--- config.mk ---
export PLATFORM = sky130hd
export DESIGN_NAME = wake_reset_state_rules
export DESIGN_NICKNAME = d
export VERILOG_FILES = /design/src/wake_sync2.v /design/src/return_stack.v /design/src/wake_reset_state_rules.v
export VERILOG_INCLUDE_DIRS = /design/src
export SDC_FILE = /design/constraint.sdc
export NUM_CORES = 1
export LEC_CHECK = 0
export BUFFER_PORTS_ARGS = -buffer_cell sky130_fd_sc_hd__buf_2
export CORE_UTILIZATION = 29
export CTS_CLUSTER_DIAMETER = 60
export CTS_CLUSTER_SIZE = 40
export DETAILED_ROUTE_END_ITERATION = 16
export PLACE_DENSITY = 0.5
export SLEW_MARGIN = 10
export SYNTH_ARGS = -nofsm -noshare
export SYNTH_HDL_FRONTEND = slang
export SYNTH_SLANG_ARGS = --single-unit
--- constraint.sdc ---
create_clock -name mclk -period 4.1 [get_ports mclk]
set_input_delay 0.205 -clock mclk [delete_from_list [all_inputs] [get_ports mclk]]
set_output_delay 0.205 -clock mclk [all_outputs]
set_load 0.02 [all_outputs]
--- src/wake_reset_consts.vh ---
// Constants for the wake-up and reset state block
`ifndef WAKE_RESET_CONSTS_VH
`define WAKE_RESET_CONSTS_VH

// ------------------------------------------------------------
// Register byte offsets
// ------------------------------------------------------------
`define OFF_CTRL            8'h00
`define OFF_IRQ_CONTROL     8'h04
`define OFF_PERIPH_FLAGS    8'h08
`define OFF_PC              8'h0C
`define OFF_STACK_TOP       8'h10
`define OFF_STACK_PTR       8'h14
`define OFF_PORT_LATCH      8'h18
`define OFF_PORT_DIR        8'h1C
`define OFF_PORT_PINS       8'h20
`define OFF_BUS_STATUS      8'h24
`define OFF_BUS_MIRROR_LO   8'h28
`define OFF_BUS_MIRROR_HI   8'h34
`define OFF_INT_STATUS      8'h38
`define OFF_INT_MASK        8'h3C

// ------------------------------------------------------------
// Field positions and masks
// ------------------------------------------------------------
`define CTRL_SLEEP_BIT      8
`define HIGH_PRIO_EN_BIT    7
`define LOW_PRIO_EN_BIT     6
`define EXT_FLAG_BIT        1
`define IRQ_CONTROL_MASK    8'hC2
`define STACK_PTR_MASK      8'h9F
`define STACK_FULL_BIT      7
`define PORT_GATED_BIT      6
`define INT_WAKE_BIT        0
`define INT_VECTOR_BIT      1
`define INT_STACK_FULL_BIT  2
`define INT_BITS_MASK       8'h07

// ------------------------------------------------------------
// Modes, vectors and reset values
// ------------------------------------------------------------
`define EXT_CLOCK_IO_OSC_MODE 3'h5
`define RC_IO_OSC_MODE        3'h7
`define VEC_HIGH_PRIO       21'h000008
`define VEC_LOW_PRIO        21'h000018
`define PC_STEP             21'h000002
`define RST_CTRL            3'h0
`define RST_PORT_DIR        8'hFF
`define RST_BUS_STATUS      8'h80

`endif

--- src/wake_sync2.v ---
// Two-stage synchroniser for pin inputs
`timescale 1ns/1ps
`default_nettype none

module wake_sync2 #(
  parameter WIDTH = 1
) (
  input  wire             mclk,
  input  wire             resetn,
  input  wire [WIDTH-1:0] din,
  output reg  [WIDTH-1:0] dout
);

  reg [WIDTH-1:0] stage1;

  always @(posedge mclk or negedge resetn) begin
    if (!resetn) begin
      stage1 <= {WIDTH{1'b0}};
      dout   <= {WIDTH{1'b0}};
    end else begin
      stage1 <= din;
      dout   <= stage1;
    end
  end

endmodule // wake_sync2

`default_nettype wire

--- src/return_stack.v ---
// Hardware return stack with push pointer
`timescale 1ns/1ps
`default_nettype none

module return_stack #(
  parameter DEPTH = 31,
  parameter AW    = 5,
  parameter DW    = 21
) (
  input  wire          mclk,
  input  wire          resetn,
  input  wire          push,
  input  wire [DW-1:0] push_data,
  output reg  [AW-1:0] ptr,
  output reg           full
);

  reg [DW-1:0] mem [0:DEPTH];

  always @(posedge mclk) begin
    if (push && !full) begin
      mem[ptr] <= push_data;
    end
  end

  // ------------------------------------------------------------
  // Pointer moves to the next free entry
  // ------------------------------------------------------------
  always @(posedge mclk or negedge resetn) begin
    if (!resetn) begin
      ptr  <= {AW{1'b0}};
      full <= 1'b0;
    end else if (push && !full) begin
      ptr  <= ptr + {{(AW-1){1'b0}}, 1'b1};
      full <= ({{(32-AW){1'b0}}, ptr} == DEPTH - 1);
    end
  end

endmodule // return_stack

`default_nettype wire

--- src/wake_reset_state_rules.v ---
// Wake-up and reset register state sequencer with AHB-Lite register slave
// Notes on behaviour
// RULE1 - Interrupt wake with a global enable set loads PC with the vector.
// RULE2 - That wake copies the current PC into the three stack-top bytes.
// RULE3 - That wake advances the return stack pointer to the next entry; once the stack is full the pointer holds at 31.
// RULE4 - An external or peripheral interrupt wake-up sets flag bits in irq control or peripheral flags; a watchdog wake sets none.
// RULE5 - Port bit 6 works only in the two I/O oscillator modes, else zero.
// RULE6 - Bus controller status value also appears at its four read-only mirrors.
// RULE7 - Unimplemented register bits always read as zero.
// RULE8 - Watchdog or interrupt wake without vectoring resumes at PC plus two.
`include "wake_reset_consts.vh"
`timescale 1ns/1ps
`default_nettype none

module wake_reset_state_rules #(
  parameter STACK_DEPTH = 31,
  parameter PC_W        = 21
) (
  input  wire        mclk,
  input  wire        resetn,
  input  wire        hsel,
  input  wire [31:0] haddr,
  input  wire [1:0]  htrans,
  input  wire        hwrite,
  input  wire [2:0]  hsize,
  input  wire [31:0] hwdata,
  input  wire        hready,
  output reg         hreadyout,
  output reg  [31:0] hrdata,
  output reg         hresp,
  input  wire        ext_int_pin,
  input  wire [7:0]  periph_wake_req,
  input  wire        wdt_timeout,
  input  wire [7:0]  first_port_in,
  output reg  [7:0]  first_port_out,
  output reg  [7:0]  first_port_oe,
  output reg         sleeping,
  output reg  [20:0] pc_out,
  output reg         irq
);

  // ------------------------------------------------------------
  // States and functions
  // ------------------------------------------------------------
  localparam [1:0] ST_RUN   = 2'd0;
  localparam [1:0] ST_SLEEP = 2'd1;
  localparam [1:0] ST_WAKE  = 2'd2;

  function hit;
    input [7:0] addr;
    input [7:0] off;
    begin
      hit = (addr[7:2] == off[7:2]);
    end
  endfunction

  function [7:0] port_mask;
    input [2:0] mode;
    begin
      port_mask = 8'hFF;
      if (mode != `EXT_CLOCK_IO_OSC_MODE && mode != `RC_IO_OSC_MODE) begin
        port_mask[`PORT_GATED_BIT] = 1'b0;
      end
    end
  endfunction

  // ------------------------------------------------------------
  // Declarations
  // ------------------------------------------------------------
  reg  [7:0]      addr_q;
  reg             addr_ok;
  reg             wr_pend;
  reg             rd_pend;
  reg  [2:0]      osc_mode;
  reg  [7:0]      irq_control_regs;
  reg  [7:0]      periph_irq_flag_regs;
  reg  [PC_W-1:0] pc;
  reg  [PC_W-1:0] stack_top;
  reg  [7:0]      first_port_latch;
  reg  [7:0]      first_port_direction;
  reg  [7:0]      bus_ctrl_status;
  reg  [7:0]      int_status;
  reg  [7:0]      int_mask;
  reg  [1:0]      state;
  reg             cause_int;
  reg             ext_prev;
  reg             wdt_prev;
  reg  [31:0]     next_rdata;
  reg  [7:0]      next_int_status;
  wire            ext_s;
  wire            wdt_s;
  wire [7:0]      periph_s;
  wire [7:0]      first_port_pins;
  wire [4:0]      return_stack_pointer;
  wire            stack_full;
  wire            accept;
  wire            wr_now;
  wire            ext_rise;
  wire            wdt_rise;
  wire            periph_any;
  wire            gie_any;
  wire            do_vector;
  wire            rd_int_clear;
  wire [7:0]      pmask;
  wire [7:0]      stack_ptr_view;

  // ------------------------------------------------------------
  // Pin synchronisers and return stack
  // ------------------------------------------------------------
  wake_sync2 #(.WIDTH(1)) u_sync_ext (
    .mclk   (mclk),
    .resetn (resetn),
    .din    (ext_int_pin),
    .dout   (ext_s)
  );

  wake_sync2 #(.WIDTH(1)) u_sync_wdt (
    .mclk   (mclk),
    .resetn (resetn),
    .din    (wdt_timeout),
    .dout   (wdt_s)
  );

  wake_sync2 #(.WIDTH(8)) u_sync_periph (
    .mclk   (mclk),
    .resetn (resetn),
    .din    (periph_wake_req),
    .dout   (periph_s)
  );

  wake_sync2 #(.WIDTH(8)) u_sync_port (
    .mclk   (mclk),
    .resetn (resetn),
    .din    (first_port_in),
    .dout   (first_port_pins)
  );

  return_stack #(.DEPTH(STACK_DEPTH), .AW(5), .DW(PC_W)) u_stack (
    .mclk      (mclk),
    .resetn    (resetn),
    .push      (do_vector), // [RULE3]
    .push_data (pc),
    .ptr       (return_stack_pointer),
    .full      (stack_full)
  );

  // ------------------------------------------------------------
  // Event decode
  // ------------------------------------------------------------
  assign accept       = hsel && htrans[1] && hready;
  assign wr_now       = wr_pend && addr_ok;
  assign ext_rise     = ext_s && !ext_prev;
  assign wdt_rise     = wdt_s && !wdt_prev;
  assign periph_any   = |periph_s;
  assign gie_any      = irq_control_regs[`HIGH_PRIO_EN_BIT] | irq_control_regs[`LOW_PRIO_EN_BIT];
  assign do_vector    = (state == ST_WAKE) && cause_int && gie_any; // [RULE1]
  assign rd_int_clear = rd_pend && addr_ok && hit(addr_q, `OFF_INT_STATUS);
  assign pmask        = port_mask(osc_mode); // [RULE5]
  assign stack_ptr_view = {stack_full, 2'b00, return_stack_pointer} & `STACK_PTR_MASK; // [RULE7]

  // ------------------------------------------------------------
  // AHB-Lite slave: writes zero wait, reads one wait
  // ------------------------------------------------------------
  always @(posedge mclk or negedge resetn) begin
    if (!resetn) begin
      addr_q    <= 8'h00;
      addr_ok   <= 1'b0;
      wr_pend   <= 1'b0;
      rd_pend   <= 1'b0;
      hreadyout <= 1'b1;
      hrdata    <= 32'h00000000;
      hresp     <= 1'b0;
    end else begin
      hresp   <= 1'b0;
      wr_pend <= accept && hwrite;
      if (accept) begin
        addr_q  <= haddr[7:0];
        addr_ok <= (haddr[31:8] == 24'h000000);
      end
      if (accept && !hwrite) begin
        rd_pend   <= 1'b1;
        hreadyout <= 1'b0;
      end else if (rd_pend) begin
        rd_pend   <= 1'b0;
        hreadyout <= 1'b1;
        hrdata    <= next_rdata;
      end
    end
  end

  // ------------------------------------------------------------
  // Read multiplexer
  // ------------------------------------------------------------
  always @* begin
    next_rdata = 32'h00000000;
    if (addr_ok) begin
      if (hit(addr_q, `OFF_CTRL)) begin
        next_rdata = {23'h000000, sleeping, 5'h00, osc_mode};
      end else if (hit(addr_q, `OFF_IRQ_CONTROL)) begin
        next_rdata = {24'h000000, irq_control_regs & `IRQ_CONTROL_MASK}; // [RULE7]
      end else if (hit(addr_q, `OFF_PERIPH_FLAGS)) begin
        next_rdata = {24'h000000, periph_irq_flag_regs};
      end else if (hit(addr_q, `OFF_PC)) begin
        next_rdata = {11'h000, pc};
      end else if (hit(addr_q, `OFF_STACK_TOP)) begin
        next_rdata = {11'h000, stack_top};
      end else if (hit(addr_q, `OFF_STACK_PTR)) begin
        next_rdata = {24'h000000, stack_ptr_view};
      end else if (hit(addr_q, `OFF_PORT_LATCH)) begin
        next_rdata = {24'h000000, first_port_latch & pmask}; // [RULE5]
      end else if (hit(addr_q, `OFF_PORT_DIR)) begin
        next_rdata = {24'h000000, first_port_direction & pmask}; // [RULE5]
      end else if (hit(addr_q, `OFF_PORT_PINS)) begin
        next_rdata = {24'h000000, first_port_pins & pmask}; // [RULE5]
      end else if (addr_q >= `OFF_BUS_STATUS && addr_q <= `OFF_BUS_MIRROR_HI + 8'h03) begin
        next_rdata = {24'h000000, bus_ctrl_status}; // [RULE6]
      end else if (hit(addr_q, `OFF_INT_STATUS)) begin
        next_rdata = {24'h000000, int_status & `INT_BITS_MASK}; // [RULE7]
      end else if (hit(addr_q, `OFF_INT_MASK)) begin
        next_rdata = {24'h000000, int_mask & `INT_BITS_MASK}; // [RULE7]
      end
    end
  end

  // ------------------------------------------------------------
  // Software registers
  // ------------------------------------------------------------
  always @(posedge mclk or negedge resetn) begin
    if (!resetn) begin
      osc_mode             <= `RST_CTRL;
      first_port_latch     <= 8'h00;
      first_port_direction <= `RST_PORT_DIR;
      bus_ctrl_status      <= `RST_BUS_STATUS;
      int_mask             <= 8'h00;
    end else if (wr_now) begin
      if (hit(addr_q, `OFF_CTRL)) begin
        osc_mode <= hwdata[2:0];
      end
      if (hit(addr_q, `OFF_PORT_LATCH)) begin
        first_port_latch <= hwdata[7:0];
      end
      if (hit(addr_q, `OFF_PORT_DIR)) begin
        first_port_direction <= hwdata[7:0];
      end
      if (hit(addr_q, `OFF_BUS_STATUS)) begin
        bus_ctrl_status <= hwdata[7:0]; // [RULE6]
      end
      if (hit(addr_q, `OFF_INT_MASK)) begin
        int_mask <= hwdata[7:0] & `INT_BITS_MASK;
      end
    end
  end

  // ------------------------------------------------------------
  // Interrupt flag registers, hardware set wins
  // ------------------------------------------------------------
  always @(posedge mclk or negedge resetn) begin
    if (!resetn) begin
      irq_control_regs     <= 8'h00;
      periph_irq_flag_regs <= 8'h00;
      ext_prev             <= 1'b0;
      wdt_prev             <= 1'b0;
    end else begin
      ext_prev <= ext_s;
      wdt_prev <= wdt_s;
      if (wr_now && hit(addr_q, `OFF_IRQ_CONTROL)) begin
        irq_control_regs <= (hwdata[7:0] & `IRQ_CONTROL_MASK) |
                            {6'h00, ext_rise, 1'b0}; // [RULE4]
      end else if (ext_rise) begin
        irq_control_regs[`EXT_FLAG_BIT] <= 1'b1; // [RULE4]
      end
      if (wr_now && hit(addr_q, `OFF_PERIPH_FLAGS)) begin
        periph_irq_flag_regs <= hwdata[7:0] | periph_s; // [RULE4]
      end else begin
        periph_irq_flag_regs <= periph_irq_flag_regs | periph_s; // [RULE4]
      end
    end
  end

  // ------------------------------------------------------------
  // Sleep and wake sequence
  // ------------------------------------------------------------
  always @(posedge mclk or negedge resetn) begin
    if (!resetn) begin
      state     <= ST_RUN;
      cause_int <= 1'b0;
      pc        <= {PC_W{1'b0}};
      stack_top <= {PC_W{1'b0}};
    end else begin
      case (state)
        ST_RUN: begin
          if (wr_now && hit(addr_q, `OFF_PC)) begin
            pc <= hwdata[PC_W-1:0];
          end
          if (wr_now && hit(addr_q, `OFF_CTRL) && hwdata[`CTRL_SLEEP_BIT]) begin
            state <= ST_SLEEP;
          end
        end
        ST_SLEEP: begin
          if (ext_rise || periph_any) begin
            cause_int <= 1'b1;
            state     <= ST_WAKE;
          end else if (wdt_rise) begin
            cause_int <= 1'b0;
            state     <= ST_WAKE;
          end
        end
        ST_WAKE: begin
          if (do_vector) begin
            stack_top <= pc; // [RULE2]
            if (irq_control_regs[`HIGH_PRIO_EN_BIT]) begin
              pc <= `VEC_HIGH_PRIO; // [RULE1]
            end else begin
              pc <= `VEC_LOW_PRIO; // [RULE1]
            end
          end else begin
            pc <= pc + `PC_STEP; // [RULE8]
          end
          state <= ST_RUN;
        end
        default: begin
          state <= ST_RUN;
        end
      endcase
    end
  end
  // Stack pointer advance happens in u_stack on do_vector [RULE3]

  // ------------------------------------------------------------
  // Status register, read clears, set wins
  // ------------------------------------------------------------
  always @* begin
    next_int_status = int_status;
    if (rd_int_clear) begin
      next_int_status = 8'h00;
    end
    if (state == ST_WAKE) begin
      next_int_status[`INT_WAKE_BIT] = 1'b1;
    end
    if (do_vector) begin
      next_int_status[`INT_VECTOR_BIT] = 1'b1;
    end
    if (do_vector && stack_full) begin
      next_int_status[`INT_STACK_FULL_BIT] = 1'b1;
    end
  end

  // ------------------------------------------------------------
  // Registered outputs
  // ------------------------------------------------------------
  always @(posedge mclk or negedge resetn) begin
    if (!resetn) begin
      int_status     <= 8'h00;
      irq            <= 1'b0;
      first_port_out <= 8'h00;
      first_port_oe  <= 8'h00;
      sleeping       <= 1'b0;
      pc_out         <= 21'h000000;
    end else begin
      int_status     <= next_int_status;
      irq            <= |(next_int_status & int_mask);
      first_port_out <= first_port_latch & pmask; // [RULE5]
      first_port_oe  <= ~first_port_direction & pmask; // [RULE5]
      sleeping       <= (state == ST_SLEEP);
      pc_out         <= pc;
    end
  end

endmodule // wake_reset_state_rules

`default_nettype wire

==> results of run 1 <==
## path summary, 6_finish.rpt
check / end / depth (start not counted) / start
max: addr_ok / 8 / haddr[12]
min: first_port_direction[7] / 3 / hwdata[7]
max reg2reg: pc[16] / 5 / pc[1]
min reg2reg: u_sync_periph.dout[0] / 0 / u_sync_periph.stage1[0]
max in group asynchronous: hreadyout / 3 / resetn
min in group asynchronous: u_sync_wdt.dout / 2 / resetn
## cell usage after synthesis (4+ instances only)
library cell                 n
sky130_fd_sc_hd__nor2b_1    10
sky130_fd_sc_hd__a21o_1      9
sky130_fd_sc_hd__xnor2_1     4
sky130_fd_sc_hd__o211ai_1    4
sky130_fd_sc_hd__buf_1       6
sky130_fd_sc_hd__clkbuf_1   25
sky130_fd_sc_hd__buf_4      14
sky130_fd_sc_hd__dfrtp_1   193
sky130_fd_sc_hd__nand3_1    18
sky130_fd_sc_hd__buf_2       4
sky130_fd_sc_hd__and3_1      7
sky130_fd_sc_hd__o22ai_1     8
sky130_fd_sc_hd__nand4_1     5
sky130_fd_sc_hd__and2_1      7
sky130_fd_sc_hd__a22oi_1    20
sky130_fd_sc_hd__mux2_2     54
sky130_fd_sc_hd__o31ai_1     5
sky130_fd_sc_hd__nor3_1     11
sky130_fd_sc_hd__nand2_1    80
sky130_fd_sc_hd__a32oi_1     5
sky130_fd_sc_hd__dfstp_2    10
sky130_fd_sc_hd__nand2b_1    5
sky130_fd_sc_hd__a21oi_1    31
sky130_fd_sc_hd__mux2i_1     6
sky130_fd_sc_hd__nor4_1     14
sky130_fd_sc_hd__nand3b_1    9
sky130_fd_sc_hd__a221o_1     6
sky130_fd_sc_hd__o21ai_0    52
sky130_fd_sc_hd__nor2_1     40
sky130_fd_sc_hd__a222oi_1    4
sky130_fd_sc_hd__or3_1       4
sky130_fd_sc_hd__inv_1      17
## metal layers
metal / up-vias / wire [um]
li1: 2995 / -
met1: 3164 / 11390
met2: 176 / 11220
met3: 26 / 1103
met4: 0 / 398
met5: - / 0
## worst max-delay path: stages
cell	delay (ps)
sky130_fd_sc_hd__dlygate4sd3_1	540
sky130_fd_sc_hd__buf_2	120
sky130_fd_sc_hd__nor4_1	240
sky130_fd_sc_hd__dlygate4sd3_1	580
sky130_fd_sc_hd__nand2_1	50
sky130_fd_sc_hd__dlygate4sd3_1	560
sky130_fd_sc_hd__o31ai_1	170
sky130_fd_sc_hd__dlygate4sd3_1	570
## state kept, by name, indices dropped and copies added (netlist names), 2 cells and up
register / count
pc_out: 21
irq_control_regs: 3
u_sync_port.dout: 8
u_stack.ptr: 5
periph_irq_flag_regs: 8
first_port_direction: 8
addr_q: 6
u_sync_periph.dout: 8
u_sync_periph.stage1: 8
bus_ctrl_status: 8
hrdata: 21
int_status: 3
pc: 21
stack_top: 21
state: 2
u_sync_port.stage1: 8
first_port_out: 8
first_port_oe: 8
osc_mode: 3
int_mask: 3
first_port_latch: 8
## cell usage in the layout (no fill, tap or decap), types with 5 or more instances in the layout
cell type,n
sky130_fd_sc_hd__a21o_1,9
sky130_fd_sc_hd__a21oi_1,31
sky130_fd_sc_hd__a221o_1,6
sky130_fd_sc_hd__a22oi_1,20
sky130_fd_sc_hd__a32oi_1,5
sky130_fd_sc_hd__and2_1,7
sky130_fd_sc_hd__and3_1,7
sky130_fd_sc_hd__buf_2,134
sky130_fd_sc_hd__buf_4,11
sky130_fd_sc_hd__clkbuf_16,21
sky130_fd_sc_hd__conb_1,12
sky130_fd_sc_hd__dfrtp_1,193
sky130_fd_sc_hd__dfstp_2,10
sky130_fd_sc_hd__dlygate4sd3_1,37
sky130_fd_sc_hd__inv_1,17
sky130_fd_sc_hd__mux2_2,54
sky130_fd_sc_hd__mux2i_1,6
sky130_fd_sc_hd__nand2_1,80
sky130_fd_sc_hd__nand2b_1,5
sky130_fd_sc_hd__nand3_1,18
sky130_fd_sc_hd__nand3b_1,9
sky130_fd_sc_hd__nand4_1,5
sky130_fd_sc_hd__nor2_1,39
sky130_fd_sc_hd__nor2b_1,10
sky130_fd_sc_hd__nor3_1,11
sky130_fd_sc_hd__nor4_1,13
sky130_fd_sc_hd__o21ai_0,51
sky130_fd_sc_hd__o22ai_1,8
sky130_fd_sc_hd__o31ai_1,5
## power breakdown
part	total [mW]	switching, mW	internal [mW]
clock	2.02	0.929	1.10
sequential	2.08	0.0459	2.04
combinational	0.406	0.254	0.152
## logic make-up after synthesis
logic type	share of synthesized area, %
other	0.04393
flip-flops	59.66
AO/OA/AOI/OAI	13.90
AND/OR/NAND/NOR	13.38
multiplexers	8.091
buffers and inverters	3.972
adder cells (fa/ha/maj)	0.4398
XOR/XNOR	0.5130
## per-stage QoR
step / setup WS [ps] / hold WS, ps / util, %
5_1_grt: 1380 / 15.92 / 37.03
6_report: 1499 / 27.87 / 37.03
4_1_cts: 1529 / 10.33 / 37.03
3_5_place_dp: 1647 / 314.3 / 33.19
3_3_place_gp: 1616 / 312.1 / 33.19
2_1_floorplan: 1998 / -90.59 / -
## repair_timing
action	in CTS	in global routing
endpoints found under the setup margin	0	0
hold buffers	37	0
hold endpoints to repair	150	0
## layout make-up
class	instances	area, um2
clock buffers	22	539.3
clock inverters	14	198.9
fillers	2905	18170
inverters	17	63.81
multi-input cells	483	3154
flip-flops and latches	203	5092
well taps	384	480.5
repair buffers	184	1157
==> results.env, run 1 <==
DRV_CAP=0
VIAS_PER_CELL=4.867
BOUNDARYPINS=165
CTS-RESIZED-GATES=0
CLOCK_TREE.ROOT_CELL='sky130_fd_sc_hd__clkbuf_16'
AREA.GROWTH.SYNTH_TO_FINAL_PCT=25.20
POST-ROUTE-CELL-AREA_UM2=10690
TOTALWIRELENGTH_UM=24110
CLOCK_LATENCY_OF_THE_LATER_CLOCKED_REGISTER_IN_THE_WORST_SKEW_PAIR_PS=510
TIMING_HOLD_VIOLATIONS_FINAL=0
DIE_AREA_UM2=30120
ROUTE.DETAILED.DRC=0
GRT_SETUP_UNREPAIRED='no'
CTS_TREE='yes'
MET2_USAGE_PCT=25.92
SYNTH-SEQ-CELLS=203
INITIAL_UTILIZATION_PCT=29.58
SYNTH_ASYNC_SR_FLOP_SHARE_PCT=100.0
POST_ROUTE_SETUP_TNS_PS=0
SYNTH_AREA_UM2=8536
GRT_ANTENNA_BEFORE_REPAIR=0
TRITONCTS_NUM_SINKS=203
MIN_PATH_TYPE='in -> reg'
PLACED_CELLS=1234
POWER_DENSITY_nW_PER_UM2=422.3
GRT_UTIL_MET1_PCT=22.87
FIRST_ITER_VIOLATIONS=538
CRIT_REQUIRED_PS=4540
SYN-MEAN-INSTANCE-AREA_UM2=11.47
END_KIND='flop'
FIN_NETS=1004
CP_MAX_FO=1
POST_DP_CELL_AREA_UM2=9578
CORE.ROWCOUNT=62
YOSYS_WARNINGS=0
PATH_CLK_SLEW_PS=80
MAX-CLOCK-PATH-BUFFERS=3
SYNTH_AREA_LEADERS='sky130_fd_sc_hd__dfrtp_1 (57%), sky130_fd_sc_hd__mux2_2 (7.1%), sky130_fd_sc_hd__nand2_1 (3.5%)'
AVGROUTEDWIREPERCELL_UM=18.45
SYNTH-EDFF-COUNT=0
NUMPORTBUFFERS=135
FINAL.SETUP_SKEW_PS=17.18
DESIGN.CORE.AREA_UM2=28860
FINAL.PERIOD_UTILIZATION_PCT=63.45
LAYOUT-DRIVE-GT1-SHARE_PCT=28.28
FLOORPLAN.DIE.HEIGHT_UM=173.6
VIA_COUNT=6361
SYNTH_TOP_AREA_SHARE_PCT=56.58
WORST_EP_ARRIVAL_TIME_PS=3040
GRTUSAGEMET3_PCT=2.434
STATIC-LEAKAGE-POWER_nW=4.828
DPL.HPWL_UM=16640
TIGHTESTPINTRANSITION_PS=1274
SEQ_AREA_FRAC_SYNTH_PCT=59.66
RRSETUPSLACK_PS=1500
SYNTH.DISTINCT_CELLS=70
SLEW-LIMIT-HEADROOM_PCT=14.30
GRT_PASS1_WL_UM=37820
TIMING.SETUP.CRITICAL_PATH_CLASS='in -> reg'
POST-SYNTH-TOP-AREA-CELL='sky130_fd_sc_hd__dfrtp_1'
GRT_OVERFLOW_TOTAL=0
LAYOUT_MIN_CYCLE_TIME_PS=2601
HTREE_NUM_LEVELS=1
SYN-INSTANCE-COUNT=744
FINAL-SETUP-VIOL-COUNT=0
FINALWEIGHTEDCONGESTION=0.8329
DRV_SLEW=0
GLOBAL_ROUTE.USAGE.TOTAL_PCT=16.08
CTS.REPAIR_TIMING.SETUP_BUFFER_COUNT=0
FINAL_CELLS=1307
FIRST_PASS_ITERS=5
VIAS_IN_THE_FIRST_GLOBAL_ROUTE=6304
DIE_W_UM=173.6
TOTAL_CLOCK_BUFFERS_CREATED_BY_CTS=20
TOTALPOWERFINAL_mW=4.513
CRITICAL_PATH.STARTPOINT_TYPE='primary input'
ANTENNA_LEFT=0
RUN_STATUS='completed'
VDD_DROP_MAX_mV=0.2174
GRT_START_MAX_NET_PINS=126
ANTENNA_CELLS=0
FMAX_GHz=0.3844
SYNTH_FLOP_CELL='sky130_fd_sc_hd__dfrtp_1'
TOP_USAGE_LAYER='met2'
No activity file was read; power rests on OpenSTA's default activity.
==> run 2, diff against run 1 <==
--- a/config.mk
+++ b/config.mk
@@ -6,12 +6,13 @@
 export SDC_FILE = /design/constraint.sdc
 export NUM_CORES = 1
 export LEC_CHECK = 0
+export ABC_AREA = 1
 export BUFFER_PORTS_ARGS = -buffer_cell sky130_fd_sc_hd__buf_2
 export CORE_UTILIZATION = 29
 export CTS_CLUSTER_DIAMETER = 60
 export CTS_CLUSTER_SIZE = 40
 export DETAILED_ROUTE_END_ITERATION = 16
-export PLACE_DENSITY = 0.5
+export PLACE_DENSITY = 0.52
 export SLEW_MARGIN = 10
 export SYNTH_ARGS = -nofsm -noshare
 export SYNTH_HDL_FRONTEND = slang
==> constraint.sdc (replaced) <==
create_clock -name mclk -period 2.3 [get_ports mclk]
set_input_delay 0.115 -clock mclk [delete_from_list [all_inputs] [get_ports mclk]]
set_output_delay 0.115 -clock mclk [all_outputs]
set_load 0.02 [all_outputs]
==> results.env, run 2 <==
GRT_PASS1_WL_UM=37290  # -1.4%
GLOBAL_ROUTE.USAGE.TOTAL_PCT=15.76  # -0.32 points
STATIC-LEAKAGE-POWER_nW=5.373  # +11%
VIAS_IN_THE_FIRST_GLOBAL_ROUTE=6714  # +6.5%
GRTUSAGEMET3_PCT=2.353  # -0.082 points
UTILIZATION_PCT=38.08  # +1.0 points
CLOCK_LATENCY_OF_THE_LATER_CLOCKED_REGISTER_IN_THE_WORST_SKEW_PAIR_PS=500  # about the same
FIRST_PASS_ITERS=5  # unchanged
CORE.ROWCOUNT=62  # unchanged
HOLD_PATH_DEPTH=3  # unchanged
TOTAL_CLOCK_BUFFERS_CREATED_BY_CTS=20  # unchanged
GRT_UTIL_MET1_PCT=22.29  # -0.58 points
SEQ_AREA_FRAC_SYNTH_PCT=60.36  # +0.70 points
SYNTH_AREA_UM2=8437  # -1.2%
RUN_STATUS='completed'
ROUTE.DETAILED.DRC=0  # unchanged
PATH_CLK_SLEW_PS=80  # about the same
FINALWEIGHTEDCONGESTION=0.8595  # +3.2%
VIAS_PER_CELL=4.521  # -7.1%
HOLD-PATH-ENDPOINT='periph_irq_flag_regs[4]'
MIN_PATH_TYPE='in -> reg'
SYNTH_MOST_COMMON_CELL='sky130_fd_sc_hd__nand2_1'
END_KIND='flop'
GRT_START_MAX_NET_PINS=73  # -42%
DIE_AREA_UM2=29780  # -1.1%
NUMPORTBUFFERS=135  # unchanged
SYNTH_AREA_LEADERS='sky130_fd_sc_hd__dfrtp_1 (57%), sky130_fd_sc_hd__nand2_1 (9.1%), sky130_fd_sc_hd__o21ai_0 (5.5%)'
POST-SYNTH-TOP-AREA-CELL='sky130_fd_sc_hd__dfrtp_1'
INITIAL_UTILIZATION_PCT=29.47  # -0.10 points
FLOORPLAN.DIE.HEIGHT_UM=172.6  # -0.57%
FIRST_ITER_VIOLATIONS=418  # -22%
WORSTREG2REGSTART='addr_q[7]'
SYNTH_ASYNC_SR_FLOP_SHARE_PCT=100.0  # unchanged
VIA_COUNT=6791  # +6.8%
ANTENNA_LEFT=0  # unchanged
TOTALWIRELENGTH_UM=23120  # -4.1%
TIMING.SETUP.CRITICAL_PATH_CLASS='reg -> reg'
FINALWORSTSETUPSLACK_PS=221.7  # -1277 ps
DESIGN.CORE.AREA_UM2=28630  # -0.81%
BOUNDARYPINS=165  # unchanged
FIN_NETS=1199  # +19%
WORST_EP_ARRIVAL_TIME_PS=2460  # -580 ps
CTS_TREE='yes'
SLEW-LIMIT-HEADROOM_PCT=50.08  # +36 points
SYN-INSTANCE-COUNT=893  # +20%
RRSETUPSLACK_PS=220  # -1280 ps
AREA.GROWTH.SYNTH_TO_FINAL_PCT=29.19
SYNTH-SEQ-CELLS=203  # unchanged
TRITONCTS_NUM_SINKS=203  # unchanged
REG2REG_TO='pc[5]'
CRITICAL_PATH.STARTPOINT_TYPE='flop'
DPL.HPWL_UM=16540  # -0.62%
AVGROUTEDWIREPERCELL_UM=15.39  # -17%
GRT_OVERFLOW_TOTAL=0  # unchanged
LAYOUT_MIN_CYCLE_TIME_PS=2078
POST_SYNTH_MOST_FREQUENT_CELLS='sky130_fd_sc_hd__nand2_1 (204), sky130_fd_sc_hd__dfrtp_1 (193), sky130_fd_sc_hd__o21ai_0 (92)'
FMAX_GHz=0.4812
SYNTH_TOP_AREA_SHARE_PCT=57.24  # +0.66 points
FINAL.SETUP_SKEW_PS=13.62  # -3.554 ps
GRT_SETUP_UNREPAIRED='no'
CP_MAX_FO=19  # +18
TIMING_HOLD_VIOLATIONS_FINAL=0  # unchanged
MET2_USAGE_PCT=25.00  # -0.92 points
GRT_ANTENNA_BEFORE_REPAIR=0  # unchanged
VDD_DROP_MAX_mV=0.5302  # +140%
MOST_USED_CELLS_IN_THE_LAYOUT_EXCLUDING_FILL_AND_TAP_CELLS='sky130_fd_sc_hd__nand2_1 (204), sky130_fd_sc_hd__dfrtp_1 (192), sky130_fd_sc_hd__buf_2 (134)'
DIE_W_UM=172.6  # -0.57%
DP_WORST_SETUP_SLACK_PS=213.4  # -1433 ps
MOSTFREQUENTLAYOUTCELL='sky130_fd_sc_hd__nand2_1'
FINAL.PERIOD_UTILIZATION_PCT=90.36
POST_ROUTE_SETUP_TNS_PS=0  # unchanged
WORST-R2R-CELL-COUNT=10  # +5
YOSYS_WARNINGS=0  # unchanged
DRV_CAP=0  # unchanged
TIGHTESTPINTRANSITION_PS=741.0  # -532.7 ps
SYNTH_FLOP_CELL='sky130_fd_sc_hd__dfrtp_1'
MAX-CLOCK-PATH-BUFFERS=3  # unchanged
TOP_USAGE_LAYER='met2'
LAYOUT-DRIVE-GT1-SHARE_PCT=22.72  # -5.6 points
HTREE_NUM_LEVELS=1  # unchanged
SYNTH-EDFF-COUNT=0  # unchanged
FINAL.HOLD.WORST_SLACK_PS=20.00  # -7.868 ps
POWER_DENSITY_nW_PER_UM2=729.1  # +73%
CRIT_REQUIRED_PS=2680  # -1860 ps
ANTENNA_CELLS=0  # unchanged
CLOCK_TREE.ROOT_CELL='sky130_fd_sc_hd__clkbuf_16'
SYN-MEAN-INSTANCE-AREA_UM2=9.448  # -18%
DRV_SLEW=0  # unchanged
SYNTH.DISTINCT_CELLS=43  # -39%
WORSTHOLDSTART='hwdata[4]'
FINAL-SETUP-VIOL-COUNT=0  # unchanged
run 2: cell types whose count changed in the layout (fill, tap and decap cells not counted), sizes merged, moves of 16 or more:
cell | before | now
nand2 | 80 | 207
o21ai | 53 | 108
a21oi | 31 | 53
dlygate4sd3 | 37 | 53
inv | 26 | 109
nand3 | 18 | 38
nor2 | 42 | 68
mux2 | 54 | 0
run 2: per-stage QoR:
step	power [mW]	area, um2	std cells
after global placement	4.562	9669	1413
after global routing	8.322	10900	1502
final	7.947	10900	1502
after detailed placement	4.568	9669	1413
after CTS	8.072	10880	1501
after floorplan	4.214	8478	904
run 2: logic make-up (layout without fill, tap and decap cells):
logic type               Yosys count  count (layout)  synth area share (%)
AO/OA/AOI/OAI                    198             198                 12.87
AND/OR/NAND/NOR                  347             347                 18.72
buffers and inverters            136             350                 7.044
flip-flops                       203             203                 60.36
XOR/XNOR                           5               5                0.5190
other                              1              12               0.04445
adder cells (fa/ha/maj)            3               3                0.4450
run 2: per-layer routing:
metal | wire, um | up-vias
met1 | 11030 | 3231
met5 | 0 | -
met3 | 1072 | 30
met4 | 523 | 0
met2 | 10490 | 182
li1 | - | 3348
run 2: power breakdown:
part / internal, mW / switching, mW / leakage (nW)
registers: 3.67 / 0.0704 / 2.38
logic: 0.291 / 0.516 / 2.66
clock network: 1.79 / 1.61 / 0.340
total: 5.75 / 2.19 / 5.37
run 2: critical path, stage by stage, from the launching register on:
cell and delay (ps):
sky130_fd_sc_hd__dfrtp_1 390, sky130_fd_sc_hd__nor2_2 290, sky130_fd_sc_hd__nand3_4 210, sky130_fd_sc_hd__nor2_8 140
sky130_fd_sc_hd__inv_4 40, sky130_fd_sc_hd__nor3_4 180, sky130_fd_sc_hd__nor2_4 130, sky130_fd_sc_hd__clkinv_2 230
sky130_fd_sc_hd__o21ai_1 110, sky130_fd_sc_hd__a22oi_1 150, sky130_fd_sc_hd__a21oi_1 60
run 2: cell type report:
| class | instances | area (um2) |
|---|---|---|
| multi-input cells | 565 | 2796 |
| clock buffers | 22 | 529.3 |
| inverters | 101 | 382.9 |
| clock inverters | 14 | 163.9 |
| well taps | 384 | 480.5 |
| flip-flops and latches | 203 | 5094 |
| fillers | 2913 | 17730 |
| repair buffers | 213 | 1453 |
run 2: how the worst max path moves through the flow:
stage / start / to
detailed placement: addr_q[7] / pc[5]
global route: pc[1] / pc[17]
CTS: addr_q[7] / pc[5]
finish: addr_q[7] / pc[5]
global placement: addr_q[3] / pc[6]
floorplan: pc[1] / pc[17]
run 2: what timing repair did:
action / 4_1_cts / 5_1_grt
resized for setup: 0 / 2
setup endpoints to repair: 0 / 2
endpoints found under the hold margin: 107 / 1
hold buffers: 52 / 1
setup buffers: 0 / 0
==> run 3, diff against run 2 <==
--- a/config.mk
+++ b/config.mk
@@ -6,13 +6,13 @@
 export SDC_FILE = /design/constraint.sdc
 export NUM_CORES = 1
 export LEC_CHECK = 0
-export ABC_AREA = 1
 export BUFFER_PORTS_ARGS = -buffer_cell sky130_fd_sc_hd__buf_2
-export CORE_UTILIZATION = 29
+export CORE_UTILIZATION = 40
 export CTS_CLUSTER_DIAMETER = 60
 export CTS_CLUSTER_SIZE = 40
 export DETAILED_ROUTE_END_ITERATION = 16
-export PLACE_DENSITY = 0.52
+export HOLD_SLACK_MARGIN = 0.12
+export PLACE_DENSITY = 0.66
 export SLEW_MARGIN = 10
 export SYNTH_ARGS = -nofsm -noshare
 export SYNTH_HDL_FRONTEND = slang
==> results.env, run 3 (same netlist as run 1, synthesis figures left out) <==
RUN_STATUS='completed'
HTREE_NUM_LEVELS=1  # unchanged
FINAL.PERIOD_UTILIZATION_PCT=92.94  # +2.6 points
AREA.GROWTH.SYNTH_TO_FINAL_PCT=26.66
TIGHTESTPINTRANSITION_PS=654.2  # -86.75 ps
NUMPORTBUFFERS=135  # unchanged
CLOCK_LATENCY_OF_THE_LATER_CLOCKED_REGISTER_IN_THE_WORST_SKEW_PAIR_PS=490  # about the same
AVGROUTEDWIREPERCELL_UM=18.60  # +21%
FINALWEIGHTEDCONGESTION=0.8980  # +4.5%
FIRST_ITER_VIOLATIONS=485  # +16%
VIAS_IN_THE_FIRST_GLOBAL_ROUTE=6431  # -4.2%
INITIAL_UTILIZATION_PCT=40.73  # +11 points
DESIGN.CORE.AREA_UM2=20960  # -27%
LAYOUT-DRIVE-GT1-SHARE_PCT=29.36  # +6.6 points
CORE.ROWCOUNT=53  # -15%
DRV_SLEW=0  # unchanged
N_FILL_CELL=1893  # -35%
MOST_USED_CELLS_IN_THE_LAYOUT_EXCLUDING_FILL_AND_TAP_CELLS='sky130_fd_sc_hd__dfrtp_1 (193), sky130_fd_sc_hd__buf_2 (134), sky130_fd_sc_hd__nand2_1 (80)'
FIN_NETS=1048  # -13%
TRITONCTS_NUM_SINKS=203  # unchanged
GRT_PASS1_WL_UM=35980  # -3.5%
DIE_AREA_UM2=21930  # -26%
MOSTFREQUENTLAYOUTCELL='sky130_fd_sc_hd__dfrtp_1'
GRT_SETUP_UNREPAIRED='no'
FINAL.HOLD.WORST_SLACK_PS=144.1  # +124.1 ps
END_KIND='flop'
TIMING_HOLD_VIOLATIONS_FINAL=0  # unchanged
CLOCK_TREE.ROOT_CELL='sky130_fd_sc_hd__clkbuf_16'
VIA_COUNT=6532  # -3.8%
TOTALWIRELENGTH_UM=23040  # -0.32%
CRIT_REQUIRED_PS=2670  # about the same
FIRST_PASS_ITERS=5  # unchanged
WORST_PATH_MAX_DELAY_CELL='sky130_fd_sc_hd__or4_4'
SLEW-LIMIT-HEADROOM_PCT=56.38  # +6.3 points
MAX-CLOCK-PATH-BUFFERS=3  # unchanged
CP_MAX_FO=7  # -12
CP_SLOWEST_STAGE_DELAY_PS=590  # +200 ps
FLOORPLAN.DIE.HEIGHT_UM=148.1  # -14%
ROUTE.DETAILED.DRC=0  # unchanged
TIMING.SETUP.CRITICAL_PATH_CLASS='reg -> reg'
DPL.HPWL_UM=16050  # -2.9%
POST_ROUTE_SETUP_TNS_PS=0  # unchanged
TOTAL_CLOCK_BUFFERS_CREATED_BY_CTS=17  # -15%
ANTENNA_CELLS=0  # unchanged
POWER_DENSITY_nW_PER_UM2=698.0  # -4.3%
FINAL.SETUP_SKEW_PS=14.30  # +0.6733 ps
LAYOUT_MIN_CYCLE_TIME_PS=2138  # +59.21 ps
PATH_CLK_SLEW_PS=70  # about the same
GRT_START_MAX_NET_PINS=78  # +6.8%
CRITICAL_PATH.STARTPOINT_TYPE='flop'
GRT_ANTENNA_BEFORE_REPAIR=0  # unchanged
DP_WORST_SETUP_SLACK_PS=180.2  # -33.25 ps
VIAS_PER_CELL=5.272  # +17%
CELL_BY_CELL_LISTING_OF_THE_CRITICAL_PATH='or4_4 > or3_1 > nor2_4 > nor2_1 > o32a_1'
DRV_CAP=0  # unchanged
FINALWORSTSETUPSLACK_PS=162.5  # -59.21 ps
ANTENNA_LEFT=0  # unchanged
UTILIZATION_PCT=51.59  # +14 points
CTS_TREE='yes'
LARGEST_DELAY_CONTRIBUTOR_FAMILY_ON_THE_CRITICAL_PATH='simple AND/OR/NAND/NOR gates'
MIN_PATH_TYPE='in -> reg'
GRT_OVERFLOW_TOTAL=0  # unchanged
DIE_W_UM=148.1  # -14%
GLOBAL_ROUTE.USAGE.TOTAL_PCT=21.19  # +5.4 points
FINAL-SETUP-VIOL-COUNT=0  # unchanged
TIMING.CRITICAL_PATH.BUF_INV=0  # -2
STATIC-LEAKAGE-POWER_nW=4.972  # -7.5%
WORST_EP_ARRIVAL_TIME_PS=2510  # +50 ps
BOUNDARYPINS=165  # unchanged
VDD_DROP_MAX_mV=0.5826  # +9.9%
CTS.REPAIR_TIMING.SETUP_BUFFER_COUNT=0  # unchanged
FMAX_GHz=0.4678  # -2.8%
## run 3: cell count changes in the layout (fill, tap and decap cells not counted), moves of 11 or more
cell,delta
sky130_fd_sc_hd__a21oi_1,-21
sky130_fd_sc_hd__buf_4,+18
sky130_fd_sc_hd__inv_1,-70
sky130_fd_sc_hd__inv_2,-12
sky130_fd_sc_hd__mux2_2,+54
sky130_fd_sc_hd__nand2_1,-124
sky130_fd_sc_hd__nand3_1,-15
sky130_fd_sc_hd__nand4_1,-11
sky130_fd_sc_hd__o21ai_0,-41
sky130_fd_sc_hd__o21ai_1,-15
## run 3: repair_timing
action / in CTS / in global routing
resized for setup: 0 / 0
setup endpoints to repair: 0 / 0
hold buffers: 55 / 0
hold endpoints to repair: 162 / 0
## run 3: final timing paths
path                                         endpoint  slack (ps)               startpoint  cells past startpoint
worst min-delay path                        hrdata[8]         140                   hready                      4
worst max-delay path                           pc[11]         160                addr_q[4]                      5
worst min register to register  u_sync_periph.dout[6]         350  u_sync_periph.stage1[6]                      0
worst max register to register                 pc[11]         160                addr_q[4]                      5
max in group asynchronous                   hreadyout        1240                   resetn                      3
min in group asynchronous                  pc_out[12]         230                   resetn                      2
## run 3: through the flow
stage / cells / power (mW) / instance area, um2
5_1_grt: 1239 / 7.829 / 10810
4_1_cts: 1239 / 7.621 / 10810
6_report: 1239 / 7.546 / 10810
3_5_place_dp: 1154 / 4.497 / 9672
2_1_floorplan: 755 / 4.165 / 8577
3_3_place_gp: 1154 / 4.490 / 9672
## run 3: final cells by class
type	instances	area, um2	share of cell area (%)
clock inverter	10	132.6	1.227
inverter	17	63.81	0.5902
multi-input combinational	483	3154	29.17
timing repair buffer	231	1568	14.50
tap	275	344.1	3.183
clock buffer	20	456.7	4.224
sequential	203	5092	47.10
## run 3: routing by layer
layer	up-vias	part of all wire [%]	global-route usage, %
met3	38	5.2	3.098
met1	3202	45	29.62
met5	-	0	0
li1	3084	-	-
met4	0	2.5	6.237
met2	208	48	34.25
## run 3: report_power, final
group,total [mW],switching [mW],internal [mW]
clock network,3.05,1.43,1.62
registers,3.68,0.0508,3.63
logic,0.818,0.489,0.329
## run 3: tightest hold or removal path, stage by stage
cell,delay (ps)
sky130_fd_sc_hd__buf_2,100
sky130_fd_sc_hd__nand3_1,100
sky130_fd_sc_hd__o21ai_0,110
sky130_fd_sc_hd__o21ai_0,170
